**config.mk**
```make
export PLATFORM = sky130hd
export DESIGN_NAME = fseei_top
export DESIGN_NICKNAME = d
export VERILOG_FILES = /design/src/logic/fseei_pkg.sv /design/src/logic/fseei_launch_if.sv /design/src/logic/fseei_launch_check.sv /design/src/logic/fseei_top.sv
export VERILOG_INCLUDE_DIRS = /design/src /design/src/logic
export SDC_FILE = /design/constraint.sdc
export NUM_CORES = 1
export LEC_CHECK = 0
export BUFFER_PORTS_ARGS = -buffer_cell sky130_fd_sc_hd__buf_2
export CORE_MARGIN = 4
export CORE_UTILIZATION = 57
export DETAILED_ROUTE_END_ITERATION = 10
export GPL_TIMING_DRIVEN = 1
export PLACE_DENSITY = 0.84
export SLEW_MARGIN = 20
export SYNTH_ARGS = -nofsm -noshare
export SYNTH_HDL_FRONTEND = slang
export SYNTH_SLANG_ARGS = --single-unit
```
**constraint.sdc**
```tcl
create_clock -name pclk -period 6.4 [get_ports pclk]
set_clock_uncertainty 0.15 [all_clocks]
set_input_delay 1.6 -clock pclk [delete_from_list [all_inputs] [get_ports pclk]]
set_output_delay 1.6 -clock pclk [all_outputs]
set_load 0.01 [all_outputs]
```
**src/logic/fseei_params.svh**
```systemverilog
// Offsets, field positions, address limits and timing counts of the erase checker.
`ifndef FSEEI_PARAMS_SVH
`define FSEEI_PARAMS_SVH
`define FSEEI_OFF_CFG      12'h000
`define FSEEI_OFF_ERRCFG   12'h004
`define FSEEI_OFF_STAT     12'h008
`define FSEEI_OFF_ERRSTAT  12'h00C
`define FSEEI_OFF_CMD      12'h010
`define FSEEI_OFF_ADDR     12'h014
`define FSEEI_OFF_PROT     12'h018
`define FSEEI_OFF_MODE     12'h01C
`define FSEEI_CFG_COMMAND_COMPLETE_IRQ_ENABLE     0
`define FSEEI_ERR_SINGLE_FAULT_IRQ_ENABLE    0
`define FSEEI_ERR_DOUBLE_FAULT_IRQ_ENABLE    1
`define FSEEI_ST_VUNC      0
`define FSEEI_ST_VERR      1
`define FSEEI_ST_PVIOL     4
`define FSEEI_ST_ACCESS_ERROR_FLAG    5
`define FSEEI_ST_COMMAND_COMPLETE_FLAG      7
`define FSEEI_ES_SFD       0
`define FSEEI_ES_DFD       1
`define FSEEI_IDX_ERASE    3'h1
`define FSEEI_ADDR_LIMIT   18'h3FFFF
`define FSEEI_ADDR_BASE    18'h04000
`define FSEEI_ADDR_TOP     18'h04FFF
`define FSEEI_ERASE_NS     1000
`define FSEEI_CLK_MHZ      200
`define FSEEI_ERASE_CYC    ((`FSEEI_ERASE_NS * `FSEEI_CLK_MHZ) / 1000)
`endif

```
**src/logic/fseei_pkg.sv**
```systemverilog
// Types shared by the erase checker modules.
package fseei_pkg;
  typedef enum logic [1:0]
  {
    FSEEI_IDLE   = 2'b00,
    FSEEI_CHECK  = 2'b01,
    FSEEI_ERASE  = 2'b10,
    FSEEI_VERIFY = 2'b11
  } fseei_state_t;
endpackage : fseei_pkg

```
**src/logic/fseei_launch_if.sv**
```systemverilog
// Launch request and answer between the sequencer and the launch checker.
`timescale 1ns/10ps
interface fseei_launch_if;
  logic [2:0]  cmd_index;
  logic [17:0] gaddr;
  logic        mode_ok;
  logic [3:0]  prot_mask;
  logic        acc_err;
  logic        prot_err;
  modport seq (output cmd_index, output gaddr, output mode_ok,
               output prot_mask, input acc_err, input prot_err);
  modport chk (input cmd_index, input gaddr, input mode_ok,
               input prot_mask, output acc_err, output prot_err);
endinterface : fseei_launch_if

```
**src/logic/fseei_launch_check.sv**
```systemverilog
// Combinational launch checks for the sector-erase command.
`timescale 1ns/10ps
`include "fseei_params.svh"
module fseei_launch_check
(
  // Launch fields
  fseei_launch_if.chk lk
);
  import fseei_pkg::*;

  function automatic logic fseei_in_range(input logic [17:0] a);
    fseei_in_range = (a >= `FSEEI_ADDR_BASE) && (a <= `FSEEI_ADDR_TOP);
  endfunction : fseei_in_range

  logic [1:0] sector_q;

  assign sector_q = lk.gaddr[11:10];
  assign lk.acc_err = (lk.cmd_index != `FSEEI_IDX_ERASE)
                    || !lk.mode_ok
                    || !fseei_in_range(lk.gaddr)
                    || lk.gaddr[0];
  // Protection is judged on the quarter of the data area the sector lies in.
  assign lk.prot_err = lk.prot_mask[sector_q];
endmodule : fseei_launch_check

```
**src/logic/fseei_top.sv**
```systemverilog
// APB flash sector-erase sequencer with launch checks and interrupts.
// Functional notes
// - Index not one flags access error.
// - Erase unavailable in mode flags access error.
// - Invalid global address flags access error.
// - Odd address flags access error.
// - Protected target area flags protection violation.
// - Any verify error sets verify error bit.
// - Uncorrectable verify error sets uncorrectable bit.
// - Complete flag and enable raise command irq.
// - Either fault flag with enable raises error irq.
// - Double-bit read fault sets double fault flag.
// - Corrected single-bit fault sets single fault flag.
//
// Decided for this implementation: the address map and the APB slave port.
`timescale 1ns/10ps
`include "fseei_params.svh"
module fseei_top
#(
  parameter int ERASE_CYC = `FSEEI_ERASE_CYC
)
(
  // Clock and reset
  input  wire logic        pclk,
  input  wire logic        presetn,
  // APB slave
  input  wire logic        psel,
  input  wire logic        penable,
  input  wire logic        pwrite,
  input  wire logic [11:0] paddr,
  input  wire logic [31:0] pwdata,
  output      logic [31:0] prdata,
  output      logic        pready,
  output      logic        pslverr,
  // Flash array events
  input  wire logic        verify_err,
  input  wire logic        verify_uncorr,
  input  wire logic        read_double_fault,
  input  wire logic        read_single_fault,
  // Array control and interrupts
  output      logic        erase_active,
  output      logic        cmd_irq,
  output      logic        err_irq
);
  import fseei_pkg::*;

  typedef struct packed {
    fseei_state_t state;
    logic [15:0]  cnt;
    logic         command_complete_irq_enable;
    logic         single_fault_irq_enable;
    logic         double_fault_irq_enable;
    logic         command_complete_flag;
    logic         access_error_flag;
    logic         pviol;
    logic         verr;
    logic         vunc;
    logic         dfd;
    logic         sfd;
    logic [2:0]   cmd_index;
    logic [17:0]  gaddr;
    logic [3:0]   prot;
    logic         mode_ok;
    logic [31:0]  rdata;
  } fseei_regs_t;

  fseei_regs_t     st_r;
  fseei_regs_t     st_nxt;
  fseei_launch_if  lk ();
  logic            wr_en;
  logic            rd_en;
  logic            mapped;

  localparam logic [15:0] ERASE_LAST = 16'(ERASE_CYC - 1);

  function automatic logic fseei_is_mapped(input logic [11:0] a);
    fseei_is_mapped = (a[1:0] == 2'h0) && (a <= `FSEEI_OFF_MODE);
  endfunction : fseei_is_mapped

  assign lk.cmd_index = st_r.cmd_index;
  assign lk.gaddr     = st_r.gaddr;
  assign lk.mode_ok   = st_r.mode_ok;
  assign lk.prot_mask = st_r.prot;

  fseei_launch_check u_chk
  (
    .lk (lk.chk)
  );

  // The slave answers in the first access cycle; no wait states.
  assign pready  = 1'b1;
  assign mapped  = fseei_is_mapped(paddr);
  assign pslverr = psel && penable && !mapped;
  assign wr_en   = psel && penable && pwrite && mapped;
  assign rd_en   = psel && !penable && !pwrite;
  assign prdata  = st_r.rdata;

  assign erase_active = (st_r.state == FSEEI_ERASE);
  assign cmd_irq = st_r.command_complete_flag && st_r.command_complete_irq_enable;
  assign err_irq = (st_r.dfd && st_r.double_fault_irq_enable)
                 || (st_r.sfd && st_r.single_fault_irq_enable);

  always_comb
  begin
    st_nxt = st_r;
    if (wr_en)
    begin
      case (paddr)
        `FSEEI_OFF_CFG:
        begin
          st_nxt.command_complete_irq_enable = pwdata[`FSEEI_CFG_COMMAND_COMPLETE_IRQ_ENABLE];
        end
        `FSEEI_OFF_ERRCFG:
        begin
          st_nxt.single_fault_irq_enable = pwdata[`FSEEI_ERR_SINGLE_FAULT_IRQ_ENABLE];
          st_nxt.double_fault_irq_enable = pwdata[`FSEEI_ERR_DOUBLE_FAULT_IRQ_ENABLE];
        end
        `FSEEI_OFF_STAT:
        begin
          // Write one to clear; launches only while idle.
          if (pwdata[`FSEEI_ST_ACCESS_ERROR_FLAG])
          begin
            st_nxt.access_error_flag = 1'b0;
          end
          if (pwdata[`FSEEI_ST_PVIOL])
          begin
            st_nxt.pviol = 1'b0;
          end
          if (pwdata[`FSEEI_ST_COMMAND_COMPLETE_FLAG] && st_r.state == FSEEI_IDLE)
          begin
            st_nxt.command_complete_flag  = 1'b0;
            st_nxt.verr  = 1'b0;
            st_nxt.vunc  = 1'b0;
            st_nxt.state = FSEEI_CHECK;
          end
        end
        `FSEEI_OFF_ERRSTAT:
        begin
          if (pwdata[`FSEEI_ES_DFD])
          begin
            st_nxt.dfd = 1'b0;
          end
          if (pwdata[`FSEEI_ES_SFD])
          begin
            st_nxt.sfd = 1'b0;
          end
        end
        `FSEEI_OFF_CMD:
        begin
          if (st_r.state == FSEEI_IDLE)
          begin
            st_nxt.cmd_index = pwdata[2:0];
          end
        end
        `FSEEI_OFF_ADDR:
        begin
          if (st_r.state == FSEEI_IDLE)
          begin
            st_nxt.gaddr = pwdata[17:0];
          end
        end
        `FSEEI_OFF_PROT:
        begin
          st_nxt.prot = pwdata[3:0];
        end
        `FSEEI_OFF_MODE:
        begin
          st_nxt.mode_ok = pwdata[0];
        end
        default:
        begin
          st_nxt.mode_ok = st_r.mode_ok;
        end
      endcase
    end
    // Hardware sets come after the clears so an event in a clear cycle wins.
    if (read_double_fault)
    begin
      st_nxt.dfd = 1'b1;
    end
    if (read_single_fault)
    begin
      st_nxt.sfd = 1'b1;
    end
    case (st_r.state)
      FSEEI_IDLE:
      begin
        st_nxt.cnt = 16'h0000;
      end
      FSEEI_CHECK:
      begin
        st_nxt.access_error_flag = st_nxt.access_error_flag | lk.acc_err;
        st_nxt.pviol  = st_nxt.pviol | lk.prot_err;
        if (lk.acc_err || lk.prot_err)
        begin
          st_nxt.command_complete_flag  = 1'b1;
          st_nxt.state = FSEEI_IDLE;
        end
        else
        begin
          st_nxt.state = FSEEI_ERASE;
        end
      end
      FSEEI_ERASE:
      begin
        st_nxt.cnt = st_r.cnt + 16'h0001;
        if (st_r.cnt >= ERASE_LAST)
        begin
          st_nxt.cnt   = 16'h0000;
          st_nxt.state = FSEEI_VERIFY;
        end
      end
      FSEEI_VERIFY:
      begin
        st_nxt.verr  = verify_err || verify_uncorr;
        st_nxt.vunc  = verify_uncorr;
        st_nxt.command_complete_flag  = 1'b1;
        st_nxt.state = FSEEI_IDLE;
      end
      default:
      begin
        st_nxt.state = FSEEI_IDLE;
      end
    endcase
    if (rd_en)
    begin
      case (paddr)
        `FSEEI_OFF_CFG:
          st_nxt.rdata = {31'h0, st_r.command_complete_irq_enable};
        `FSEEI_OFF_ERRCFG:
          st_nxt.rdata = {30'h0, st_r.double_fault_irq_enable, st_r.single_fault_irq_enable};
        `FSEEI_OFF_STAT:
          st_nxt.rdata = {24'h0, st_r.command_complete_flag, 1'b0, st_r.access_error_flag, st_r.pviol,
                          2'h0, st_r.verr, st_r.vunc};
        `FSEEI_OFF_ERRSTAT:
          st_nxt.rdata = {30'h0, st_r.dfd, st_r.sfd};
        `FSEEI_OFF_CMD:
          st_nxt.rdata = {29'h0, st_r.cmd_index};
        `FSEEI_OFF_ADDR:
          st_nxt.rdata = {14'h0, st_r.gaddr};
        `FSEEI_OFF_PROT:
          st_nxt.rdata = {28'h0, st_r.prot};
        `FSEEI_OFF_MODE:
          st_nxt.rdata = {31'h0, st_r.mode_ok};
        default:
          st_nxt.rdata = 32'h0;
      endcase
    end
  end

  always_ff @(posedge pclk or negedge presetn)
  begin
    if (!presetn)
    begin
      st_r         <= '0;
      st_r.command_complete_flag    <= 1'b1;
      st_r.mode_ok <= 1'b1;
    end
    else
    begin
      st_r <= st_nxt;
    end
  end
endmodule : fseei_top

```
==> results of run 1 <==
-- final timing paths --
path,to,startpoint
min in group asynchronous,st_r[83],presetn
setup / recovery,pslverr,paddr[11]
hold reg to reg,prdata[1],prdata[1]
max in group asynchronous,st_r[58],presetn
setup reg to reg,lk.gaddr[13],st_r[84]
hold / removal,prdata[1],prdata[1]
-- layout by cell type, fill, tap and decap left out, types with 2 or more instances in the layout --
master	Yosys	layout
sky130_fd_sc_hd__a21o_1	9	9
sky130_fd_sc_hd__a21oi_1	2	2
sky130_fd_sc_hd__a22o_1	15	15
sky130_fd_sc_hd__and2_1	9	9
sky130_fd_sc_hd__and3_1	4	4
sky130_fd_sc_hd__and4_1	2	2
sky130_fd_sc_hd__buf_2	1	60
sky130_fd_sc_hd__buf_4	33	2
sky130_fd_sc_hd__clkbuf_8	0	9
sky130_fd_sc_hd__clkinv_2	0	2
sky130_fd_sc_hd__clkinv_4	0	2
sky130_fd_sc_hd__clkinvlp_4	0	2
sky130_fd_sc_hd__conb_1	2	15
sky130_fd_sc_hd__dfrtp_1	70	70
sky130_fd_sc_hd__dfstp_2	2	2
sky130_fd_sc_hd__inv_1	6	6
sky130_fd_sc_hd__mux2_2	21	21
sky130_fd_sc_hd__mux2_4	10	10
sky130_fd_sc_hd__mux2i_1	5	5
sky130_fd_sc_hd__mux4_2	2	2
sky130_fd_sc_hd__nand2_1	18	18
sky130_fd_sc_hd__nand3_1	10	10
sky130_fd_sc_hd__nand4_1	5	5
sky130_fd_sc_hd__nor2_1	11	11
sky130_fd_sc_hd__nor2b_1	4	4
sky130_fd_sc_hd__nor3_1	3	3
sky130_fd_sc_hd__nor3b_1	4	4
sky130_fd_sc_hd__nor4_1	5	5
sky130_fd_sc_hd__nor4b_1	4	4
sky130_fd_sc_hd__o21a_1	2	2
sky130_fd_sc_hd__o21ai_0	7	7
sky130_fd_sc_hd__o21bai_1	4	4
sky130_fd_sc_hd__o2bb2ai_1	2	2
sky130_fd_sc_hd__o31ai_1	4	4
-- sequential cells by signal, summed over array words and instances, names as in the netlist --
name / count
lk.cmd_index: 3
lk.gaddr: 18
lk.mode_ok: 1
lk.prot_mask: 4
prdata: 18
st_r: 28
-- power by group through the flow --
stage | Sequential, mW | Combinational (mW) | Clock, mW
after floorplan | 0.492 | 0.109 | 0
final | 0.507 | 0.121 | 0.349
after global routing | 0.510 | 0.135 | 0.372
after global placement | 0.514 | 0.114 | 0
after detailed placement | 0.515 | 0.120 | 0
after CTS | 0.506 | 0.121 | 0.355
-- critical path: stages --
cell and delay [ns]:
sky130_fd_sc_hd__buf_2 0.10, sky130_fd_sc_hd__nor4_2 0.69, sky130_fd_sc_hd__and3_1 0.36, sky130_fd_sc_hd__nor2_1 0.05
sky130_fd_sc_hd__buf_2 0.13
-- layout make-up --
class | count | share of cell area [%]
sequential | 72 | 46.3
multi-input combinational | 193 | 37.6
timing repair buffer | 62 | 8.09
clock buffer | 9 | 3.18
tap | 75 | 2.41
clock inverter | 7 | 1.86
inverter | 6 | 0.578
-- metal layers --
layer  global-route usage, %  vias to the layer above  share of wire, %
li1                        -                     1132                 -
met5                       0                        -                 0
met3                    5.77                       10               8.7
met4                    6.00                        0               1.2
met2                    28.0                      108                45
met1                    27.6                     1153                45
-- cells by family (layout without fill, tap and decap cells) --
kind of cell | Yosys count | after routing | share of synthesized area [%]
compound gates | 52 | 52 | 11.1
fa+ha+maj | 1 | 1 | 0.351
buf+inv | 52 | 84 | 9.72
flops | 72 | 72 | 50.6
mux | 38 | 38 | 13.5
other cells | 2 | 15 | 0.211
simple gates | 87 | 87 | 14.6
-- stage by stage --
step                      worst slack [ns]  total power, mW  instance area (sq um)  cells  hold slack [ns]
after floorplan                       2.26            0.601                   3610    317            0.299
after global placement                1.83            0.629                   3700    408            0.310
after detailed placement              1.80            0.635                   3700    408            0.322
after CTS                             1.73            0.982                   3900    424            0.340
after global routing                  1.65             1.02                   3900    424            0.359
final                                 1.71            0.976                   3900    424            0.336
-- Yosys cell counts (6+ instances only) --
cell,instances
sky130_fd_sc_hd__dfrtp_1,70
sky130_fd_sc_hd__mux2_2,21
sky130_fd_sc_hd__clkbuf_1,9
sky130_fd_sc_hd__nand3_1,10
sky130_fd_sc_hd__buf_4,33
sky130_fd_sc_hd__o21ai_0,7
sky130_fd_sc_hd__mux2_4,10
sky130_fd_sc_hd__nor2_1,11
sky130_fd_sc_hd__a21o_1,9
sky130_fd_sc_hd__and2_1,9
sky130_fd_sc_hd__inv_1,6
sky130_fd_sc_hd__a22o_1,15
sky130_fd_sc_hd__nand2_1,18
==> impl_summary.txt, run 1 <==
----------------------------------------------------
[Place]
  Routability-driven placement congestion ratio ... 0.850
  Detail Placement HPWL ... 5.13 mm
  Port-buffer cells ... 60

[Floorplanning]
  Total Die Area ... 7590 sq um
  Starting density of the core ... 59.5%
  Height of the die ... 87.1 um
  Number of top-level design ports ... 90
  Horizontal die dimension ... 87.1 um
  Core ar. ... 5990 sq um
  Row cnt ... 28

[Timing]
  Normalized max-slew margin ... 36.6%
  Maximum frequency from static timing analysis ... 213 MHz
  Number of failing hold endpoints at the final stage ... 0
  Minimum clock period ... 4.69 ns
  Setup repair after global routing missed its margin ... false
  Setup TNS after final layout ... 0 ns
  Endpoints failing setup ... 0
  Share of the cycle needed by the critical path after routing ... 73.3%
  Worst-Margin Slew ... 0.950 ns
  Final-report max-slew violation count ... 0

[Global routing]
  Global-route wire length before repair ... 11.2 mm
  Grt ovf ... 0
  Overall Global Routing Usage ... 19.2%
  Number of antenna violations at the first check in global routing ... 0
  Number of global-route vias before repair ... 2269
  Largest net degree at the start of global routing ... 73

[Logic synthesis]
  Number of flops mapped to enable cells by yosys ... 0
  Average cell area after synthesis ... 11.7 sq um
  Post-synthesis instance area ... 3570 sq um
  Post-synth ARST share ... 100%
  Cell type with the largest total area after synthesis ... sky130_fd_sc_hd__dfrtp_1
  Commonest register cell after synthesis ... sky130_fd_sc_hd__dfrtp_1
  Number of distinct library cells after synthesis ... 49
  Area share of the largest cell type after synthesis ... 49.1%
  Number of instances in the synthesized netlist ... 304
  Synthesis warning total ... 0
  Share of synthesized area occupied by flip-flops and latches ... 50.6%
  Synth area leaders ... sky130_fd_sc_hd__dfrtp_1, sky130_fd_sc_hd__buf_4, sky130_fd_sc_hd__mux2_2
  Flip-flop and latch count after synthesis ... 72

[Power and ir drop]
  Internal power contribution ... 706 uW
  Cell Pwr Density ... 250 nW/um^2
  Part of the total power dissipated in sequential elements ... 51.9%
  Maximum VDD drop ... 0.169 mV
  Leak ... 1.98 nW
  Clock power frac ... 35.7%
  NetSw ... 270 uW
  Combinational Power Share ... 12.4%
  Switching power as a share of total power ... 27.7%

[Routing]
  DR DRC count ... 0
  Remaining number of nets flagged by the antenna check after routing ... 0
  Number of vias after detailed routing ... 2403
  Drt initial violations ... 203
  Vias per std cell ... 5.67
  Drt wl/cell ... 16.6 um
  Post-detailed-routing wire length ... 7.05 mm
  Length of the first detailed-routing pass in iterations ... 4

[Hold path]
  Hold depth ... 2
  Tightest Hold Check Type ... reg -> reg

[Setup path]
  Maximum fanout count along the critical path ... 8
  Reg-to-reg setup timing slack ... 3.68 ns
  Kind of start point of the critical path ... primary input
  Required time reported for the critical path endpoint ... 4.65 ns
  Startpoint-to-endpoint class of the critical path ... in -> out
  Reg2Reg Depth ... 4
  Data arrival at the endpoint of the critical path ... 2.94 ns
  Capturing element type of the critical path ... output pin

[Clocking]
  CTS Sinks ... 72
  Worst-case clock buffer depth ... 2
  Source-to-sink clock delay at the later pin of the worst-skew pair ... 0.34 ns
  TritonCTS clock tree ... yes
  Setup Fix Bufs, Post-CTS ... 0
  Maximum level of the CTS H-tree ... 3
  Cell chosen for the clock root ... sky130_fd_sc_hd__clkbuf_8
  Clock input transition at the sequential cells of the worst setup and hold paths ... 0.07 ns
  Hold Buf Count CTS ... 0
  # resized after CTS ... 0
  Total CTS buffers ... 9

[Finish]
  Post-route core utilization ... 65.0%
  P&R area growth vs syn ... 9.26%
  Number of fill cells ... 466
  Multi-input gate area ... 1460 sq um
  Count of antenna diodes in the layout ... 0
  Total number of nets in the final design ... 398
  Sequential cell area in the final layout ... 1800 sq um
  Share of final-layout standard cells stronger than drive strength 1 ... 34.1%

[Outcome]
  Run status ... complete, no violations

[Job]
  # Max-Cap Violations ... 0

----------------------------------------------------
Power figures use the tool's default switching activity.
==> run 2: changes to the inputs <==
--- a/config.mk
+++ b/config.mk
@@ -8,10 +8,10 @@
 export LEC_CHECK = 0
 export BUFFER_PORTS_ARGS = -buffer_cell sky130_fd_sc_hd__buf_2
 export CORE_MARGIN = 4
-export CORE_UTILIZATION = 57
+export CORE_UTILIZATION = 53
 export DETAILED_ROUTE_END_ITERATION = 10
 export GPL_TIMING_DRIVEN = 1
-export PLACE_DENSITY = 0.84
+export PLACE_DENSITY = 0.79
 export SLEW_MARGIN = 20
 export SYNTH_ARGS = -nofsm -noshare
 export SYNTH_HDL_FRONTEND = slang
==> constraint.sdc (replaced) <==
create_clock -name pclk -period 4.5 [get_ports pclk]
set_clock_uncertainty 0.15 [all_clocks]
set_input_delay 1.125 -clock pclk [delete_from_list [all_inputs] [get_ports pclk]]
set_output_delay 1.125 -clock pclk [all_outputs]
set_load 0.01 [all_outputs]
==> impl_summary.txt, run 2 (same netlist as run 1, synthesis figures left out) <==
----------------------------------------------------
[Finish]
  P&R area growth vs syn ... 10.0%
  Commonest non-fill, non-tap cells in the layout ... sky130_fd_sc_hd__dfrtp_1, sky130_fd_sc_hd__buf_2, sky130_fd_sc_hd__mux2_2
  Number of fill cells ... 531 (+14%)
  Total number of nets in the final design ... 400 (+0.50%)
  Post-Layout Cell Count ... 428 (+0.94%)
  Count of antenna diodes in the layout ... 0 (unchanged)
  Most common cell after layout, fill and taps aside ... sky130_fd_sc_hd__dfrtp_1
  Sequential cell area in the final layout ... 1800 sq um (unchanged)
  Multi-input gate area ... 1460 sq um (unchanged)
  Most flop-heavy register ... st_r
  Share of final-layout standard cells stronger than drive strength 1 ... 34.5% (+0.38 points)
  Number of flip-flops under the largest register name ... 28 (unchanged)
  Post-route core utilization ... 60.8% (-4.3 points)

[Power and ir drop]
  Cell Pwr Density ... 359 nW/um^2 (+43%)
  Power consumption ... 1.41 mW (+44%)
  Leak ... 1.99 nW (+0.91%)
  Maximum VDD drop ... 0.138 mV (-18%)

[Routing]
  Post-detailed-routing wire length ... 7.23 mm (+2.6%)
  Drt wl/cell ... 16.9 um (+1.6%)
  Remaining number of nets flagged by the antenna check after routing ... 0 (unchanged)
  Length of the first detailed-routing pass in iterations ... 4 (unchanged)
  Number of vias after detailed routing ... 2445 (+1.7%)
  DR DRC count ... 0 (unchanged)
  Vias per std cell ... 5.71 (+0.80%)
  Drt initial violations ... 171 (-16%)

[Timing]
  Maximum frequency from static timing analysis ... 293 MHz
  Setup TNS after final layout ... 0 ns (unchanged)
  Final-report max-slew violation count ... 0 (unchanged)
  Worst setup margin ... 1.09 ns (-0.625 ns)
  Share of the cycle needed by the critical path after routing ... 75.9%
  Worst-Margin Slew ... 0.957 ns (+0.00743 ns)
  Setup repair after global routing missed its margin ... false
  Number of failing hold endpoints at the final stage ... 0 (unchanged)
  Endpoints failing setup ... 0 (unchanged)
  Minimum clock period ... 3.41 ns
  Normalized max-slew margin ... 36.1% (-0.50 points)

[Clocking]
  Hold Buf Count CTS ... 0 (unchanged)
  Maximum level of the CTS H-tree ... 3 (unchanged)
  # resized after CTS ... 0 (unchanged)
  Cell chosen for the clock root ... sky130_fd_sc_hd__clkbuf_8
  Clock input transition at the sequential cells of the worst setup and hold paths ... 0.07 ns (about the same)
  Worst-case clock buffer depth ... 2 (unchanged)
  Source-to-sink clock delay at the later pin of the worst-skew pair ... 0.35 ns (about the same)
  Setup Fix Bufs, Post-CTS ... 0 (unchanged)
  Total CTS buffers ... 9 (unchanged)
  CTS Sinks ... 72 (unchanged)
  TritonCTS clock tree ... yes

[Setup path]
  Buffers plus inverters on the worst setup path ... 3 (+1)
  Data arrival at the endpoint of the critical path ... 2.14 ns (-0.80 ns)
  Startpoint-to-endpoint class of the critical path ... in -> out
  Family with the most delay on the worst path ... simple AND/OR/NAND/NOR gates
  Kind of start point of the critical path ... primary input
  Required time reported for the critical path endpoint ... 3.22 ns (-1.43 ns)
  CP cell instances ... buf_2, nor4_2, buf_4, and3_1, nor2_1, buf_2
  Maximum fanout count along the critical path ... 8 (unchanged)
  Largest stage delay on the critical path ... 0.31 ns (-0.38 ns)
  Capturing element type of the critical path ... output pin
  Cell with the largest stage delay on the worst path ... sky130_fd_sc_hd__nor4_2
  Cell type with the highest occurrence count on the critical path ... sky130_fd_sc_hd__buf_2

[Floorplanning]
  Starting density of the core ... 55.2% (-4.3 points)
  Height of the die ... 90.0 um (+3.4%)
  Horizontal die dimension ... 90.0 um (+3.4%)
  Total Die Area ... 8100 sq um (+6.8%)
  Core ar. ... 6460 sq um (+7.8%)
  Row cnt ... 29 (+3.6%)
  Number of top-level design ports ... 90 (unchanged)

[Global routing]
  Number of antenna violations at the first check in global routing ... 0 (unchanged)
  Overall Global Routing Usage ... 18.5% (-0.72 points)
  Grt ovf ... 0 (unchanged)
  Global-route wire length before repair ... 11.9 mm (+6.7%)
  Largest net degree at the start of global routing ... 43 (-41%)
  Number of global-route vias before repair ... 2448 (+7.9%)

[Place]
  Cell count after placement ... 412 (+0.98%)
  Routability-driven placement congestion ratio ... 0.841 (-1.0%)
  Detail Placement HPWL ... 5.42 mm (+5.7%)
  Port-buffer cells ... 60 (unchanged)
  Worst setup timing slack at the placement stage ... 1.08 ns (-0.722 ns)

[Outcome]
  Run status ... complete, no violations

[Hold path]
  Tightest Hold Check Type ... reg -> reg

[Job]
  # Max-Cap Violations ... 0 (unchanged)

----------------------------------------------------
## run 2: changes by cell type in the layout (fill, tap and decap cells not counted), sizes merged
| cell | change |
|---|---|
| buf | +2 |
| clkbuf | +1 |
| clkinvlp | -1 |
## run 2: where the power goes
part           internal [mW]  switching (mW)
combinational         0.0747          0.0987
sequential             0.674          0.0473
clock                  0.273           0.242
total                   1.02           0.388
## run 2: final timing paths
| path | start | end | slack, ns | cells past startpoint |
|---|---|---|---|---|
| worst min-delay path | prdata[3] | prdata[3] | 0.34 | 2 |
| worst max-delay path | paddr[11] | pslverr | 1.09 | 6 |
| worst max register to register | st_r[84] | lk.cmd_index[0] | 1.81 | 3 |
| max in group asynchronous | presetn | lk.mode_ok | 2.56 | 2 |
| worst min register to register | prdata[3] | prdata[3] | 0.34 | 2 |
| min in group asynchronous | presetn | st_r[68] | 0.66 | 1 |
## run 2: per-stage QoR
| stage | hold slack [ns] | cell area, sq um |
|---|---|---|
| 2_1_floorplan | 0.299 | 3610 |
| 3_3_place_gp | 0.312 | 3720 |
| 3_5_place_dp | 0.323 | 3720 |
| 4_1_cts | 0.345 | 3920 |
| 5_1_grt | 0.363 | 3920 |
| 6_report | 0.337 | 3920 |
## run 2: cell type report
class / count / share of cell area, %
inverters: 6 / 0.574
clock inverters: 6 / 1.75
multi-input cells: 193 / 37.3
well taps: 77 / 2.46
clock buffers: 10 / 3.51
flip-flops and latches: 72 / 46.0
repair buffers: 64 / 8.42
## run 2: worst min-delay path, stage by stage, from the launching register on
cell                      delay, ns
sky130_fd_sc_hd__dfrtp_1       0.34
sky130_fd_sc_hd__nand2_1       0.06
sky130_fd_sc_hd__o31ai_1       0.06
## run 2: per-layer routing
layer | track usage (%) | share of wire, % | up-vias
met3 | 4.26 | 4.9 | 12
met2 | 28.6 | 47 | 80
li1 | - | - | 1140
met1 | 24.6 | 47 | 1213
met5 | 0 | 0 | -
met4 | 8.55 | 2.0 | 0
==> run 3: changes to the inputs <==
--- a/config.mk
+++ b/config.mk
@@ -8,10 +8,10 @@
 export LEC_CHECK = 0
 export BUFFER_PORTS_ARGS = -buffer_cell sky130_fd_sc_hd__buf_2
 export CORE_MARGIN = 4
-export CORE_UTILIZATION = 53
+export CORE_UTILIZATION = 48
 export DETAILED_ROUTE_END_ITERATION = 10
 export GPL_TIMING_DRIVEN = 1
-export PLACE_DENSITY = 0.79
+export PLACE_DENSITY = 0.75
 export SLEW_MARGIN = 20
 export SYNTH_ARGS = -nofsm -noshare
 export SYNTH_HDL_FRONTEND = slang
==> constraint.sdc (replaced) <==
create_clock -name pclk -period 3.05 [get_ports pclk]
set_clock_uncertainty 0.15 [all_clocks]
set_input_delay 0.7625 -clock pclk [delete_from_list [all_inputs] [get_ports pclk]]
set_output_delay 0.7625 -clock pclk [all_outputs]
set_load 0.01 [all_outputs]
==> impl_summary.txt, run 3 (same netlist as run 1, synthesis figures left out) <==
----------------------------------------------------
[Floorplanning]
  Height of the die ... 94.2 um (+4.6%)
  Core ar. ... 7250 sq um (+12%)
  Total Die Area ... 8870 sq um (+9.5%)
  Horizontal die dimension ... 94.2 um (+4.6%)
  Starting density of the core ... 49.2% (-6.0 points)
  Row cnt ... 31 (+6.9%)
  Number of top-level design ports ... 90 (unchanged)

[Place]
  Routability-driven placement congestion ratio ... 0.835 (-0.70%)
  Port-buffer cells ... 60 (unchanged)
  Detail Placement HPWL ... 5.38 mm (-0.79%)

[Outcome]
  Run status ... complete, no violations

[Setup path]
  Cell type with the highest occurrence count on the critical path ... sky130_fd_sc_hd__buf_2
  Startpoint-to-endpoint class of the critical path ... in -> out
  Data arrival at the endpoint of the critical path ... 1.75 ns (-0.39 ns)
  CP cell instances ... buf_2, nor4_2, buf_4, and3_1, nor2_1, buf_2
  Cell with the largest stage delay on the worst path ... sky130_fd_sc_hd__nor4_2
  Largest stage delay on the critical path ... 0.25 ns (-0.06 ns)
  Required time reported for the critical path endpoint ... 2.14 ns (-1.08 ns)
  Kind of start point of the critical path ... primary input
  Capturing element type of the critical path ... output pin
  Maximum fanout count along the critical path ... 8 (unchanged)

[Finish]
  Total number of nets in the final design ... 407 (+1.8%)
  P&R area growth vs syn ... 12.7%
  Most common cell after layout, fill and taps aside ... sky130_fd_sc_hd__dfrtp_1
  Count of antenna diodes in the layout ... 0 (unchanged)
  Most flop-heavy register ... st_r
  Share of final-layout standard cells stronger than drive strength 1 ... 35.4% (+0.92 points)
  Number of flip-flops under the largest register name ... 28 (unchanged)
  Commonest non-fill, non-tap cells in the layout ... sky130_fd_sc_hd__dfrtp_1, sky130_fd_sc_hd__buf_2, sky130_fd_sc_hd__mux2_2

[Timing]
  Minimum clock period ... 2.66 ns
  Number of failing hold endpoints at the final stage ... 0 (unchanged)
  Final-report max-slew violation count ... 0 (unchanged)
  Setup TNS after final layout ... 0 ns (unchanged)
  Normalized max-slew margin ... 38.3% (+2.2 points)
  Share of the cycle needed by the critical path after routing ... 87.2%
  Endpoints failing setup ... 0 (unchanged)
  Maximum frequency from static timing analysis ... 376 MHz
  Setup repair after global routing missed its margin ... false
  Worst-Margin Slew ... 0.924 ns (-0.0331 ns)

[Clocking]
  # resized after CTS ... 0 (unchanged)
  Setup Fix Bufs, Post-CTS ... 0 (unchanged)
  Total CTS buffers ... 9 (unchanged)
  Hold Buf Count CTS ... 0 (unchanged)
  Maximum level of the CTS H-tree ... 3 (unchanged)
  Clock input transition at the sequential cells of the worst setup and hold paths ... 0.08 ns (about the same)
  Cell chosen for the clock root ... sky130_fd_sc_hd__clkbuf_8
  CTS Sinks ... 72 (unchanged)
  TritonCTS clock tree ... yes
  Worst-case clock buffer depth ... 2 (unchanged)
  Source-to-sink clock delay at the later pin of the worst-skew pair ... 0.34 ns (about the same)

[Power and ir drop]
  Leak ... 2.03 nW (+1.7%)
  Power consumption ... 2.13 mW (+51%)
  Maximum VDD drop ... 0.207 mV (+50%)
  Cell Pwr Density ... 530 nW/um^2 (+48%)

[Global routing]
  Met2 GRT Util ... 25.2% (-3.4 points)
  Met3 usage ... 4.33% (+0.070 points)
  Largest net degree at the start of global routing ... 31 (-28%)
  Number of global-route vias before repair ... 2401 (-1.9%)
  Grt ovf ... 0 (unchanged)
  Met1 Track Usage GR ... 24.5% (-0.086 points)
  Overall Global Routing Usage ... 17.1% (-1.3 points)
  Global-route wire length before repair ... 11.7 mm (-1.9%)
  Number of antenna violations at the first check in global routing ... 0 (unchanged)
  Highest-utilization routing layer at the global route stage ... met2

[Job]
  # Max-Cap Violations ... 0 (unchanged)

[Routing]
  Length of the first detailed-routing pass in iterations ... 4 (unchanged)
  Vias per std cell ... 5.40 (-5.5%)
  Number of vias after detailed routing ... 2455 (+0.41%)
  Post-detailed-routing wire length ... 7.32 mm (+1.2%)
  Drt wl/cell ... 16.1 um (-4.8%)
  DR DRC count ... 0 (unchanged)
  Drt initial violations ... 116 (-32%)
  Remaining number of nets flagged by the antenna check after routing ... 0 (unchanged)

[Hold path]
  Tightest Hold Check Type ... in -> async

----------------------------------------------------
run 3: final timing paths:
path                       depth (start not counted)        start  slack [ns]      endpoint
max reg2reg                                        5     st_r[68]        0.66      st_r[75]
max in group asynchronous                          2      presetn        1.73  lk.gaddr[11]
min in group pclk                                  1  lk.gaddr[7]        0.34     prdata[7]
max                                                6    paddr[11]        0.39       pslverr
min reg2reg                                        1  lk.gaddr[7]        0.34     prdata[7]
min                                                1      presetn        0.25      st_r[73]
run 3: layout make-up:
class                   count  area, sq um
fillers                   637         3240
clock buffers               9          124
clock inverters             5         83.8
flip-flops and latches     72         1800
repair buffers             71          395
well taps                  99          124
inverters                   6         22.5
multi-input cells         193         1460
run 3: critical path: cells and delay by family:
kind                   cells  cell delay, ns
AND/OR/NAND/NOR            3            0.54
buffers and inverters      3            0.45
run 3: power by group:
group,internal [mW],leakage [nW],switching [mW]
Sequential,0.996,0.975,0.0424
Combinational,0.117,0.956,0.175
Clock,0.453,0.0974,0.348
Total,1.56,2.03,0.565
run 3: per-layer routing:
layer	up-vias	part of all wire, %
met5	-	0
met4	0	1.1
met3	8	7.1
met2	87	45
met1	1212	47
li1	1148	-
run 3: per-stage QoR:
stage / utilization, % / hold WS (ns) / area (sq um) / std cells / setup WS (ns)
after floorplan: - / 0.299 / 3610 / 317 / 0.272
after global placement: 52.5 / 0.311 / 3810 / 441 / 0.301
after detailed placement: 52.5 / 0.318 / 3810 / 441 / 0.249
after CTS: 55.4 / 0.254 / 4020 / 455 / 0.395
after global routing: 55.4 / 0.275 / 4020 / 455 / 0.322
final: 55.4 / 0.247 / 4020 / 455 / 0.390
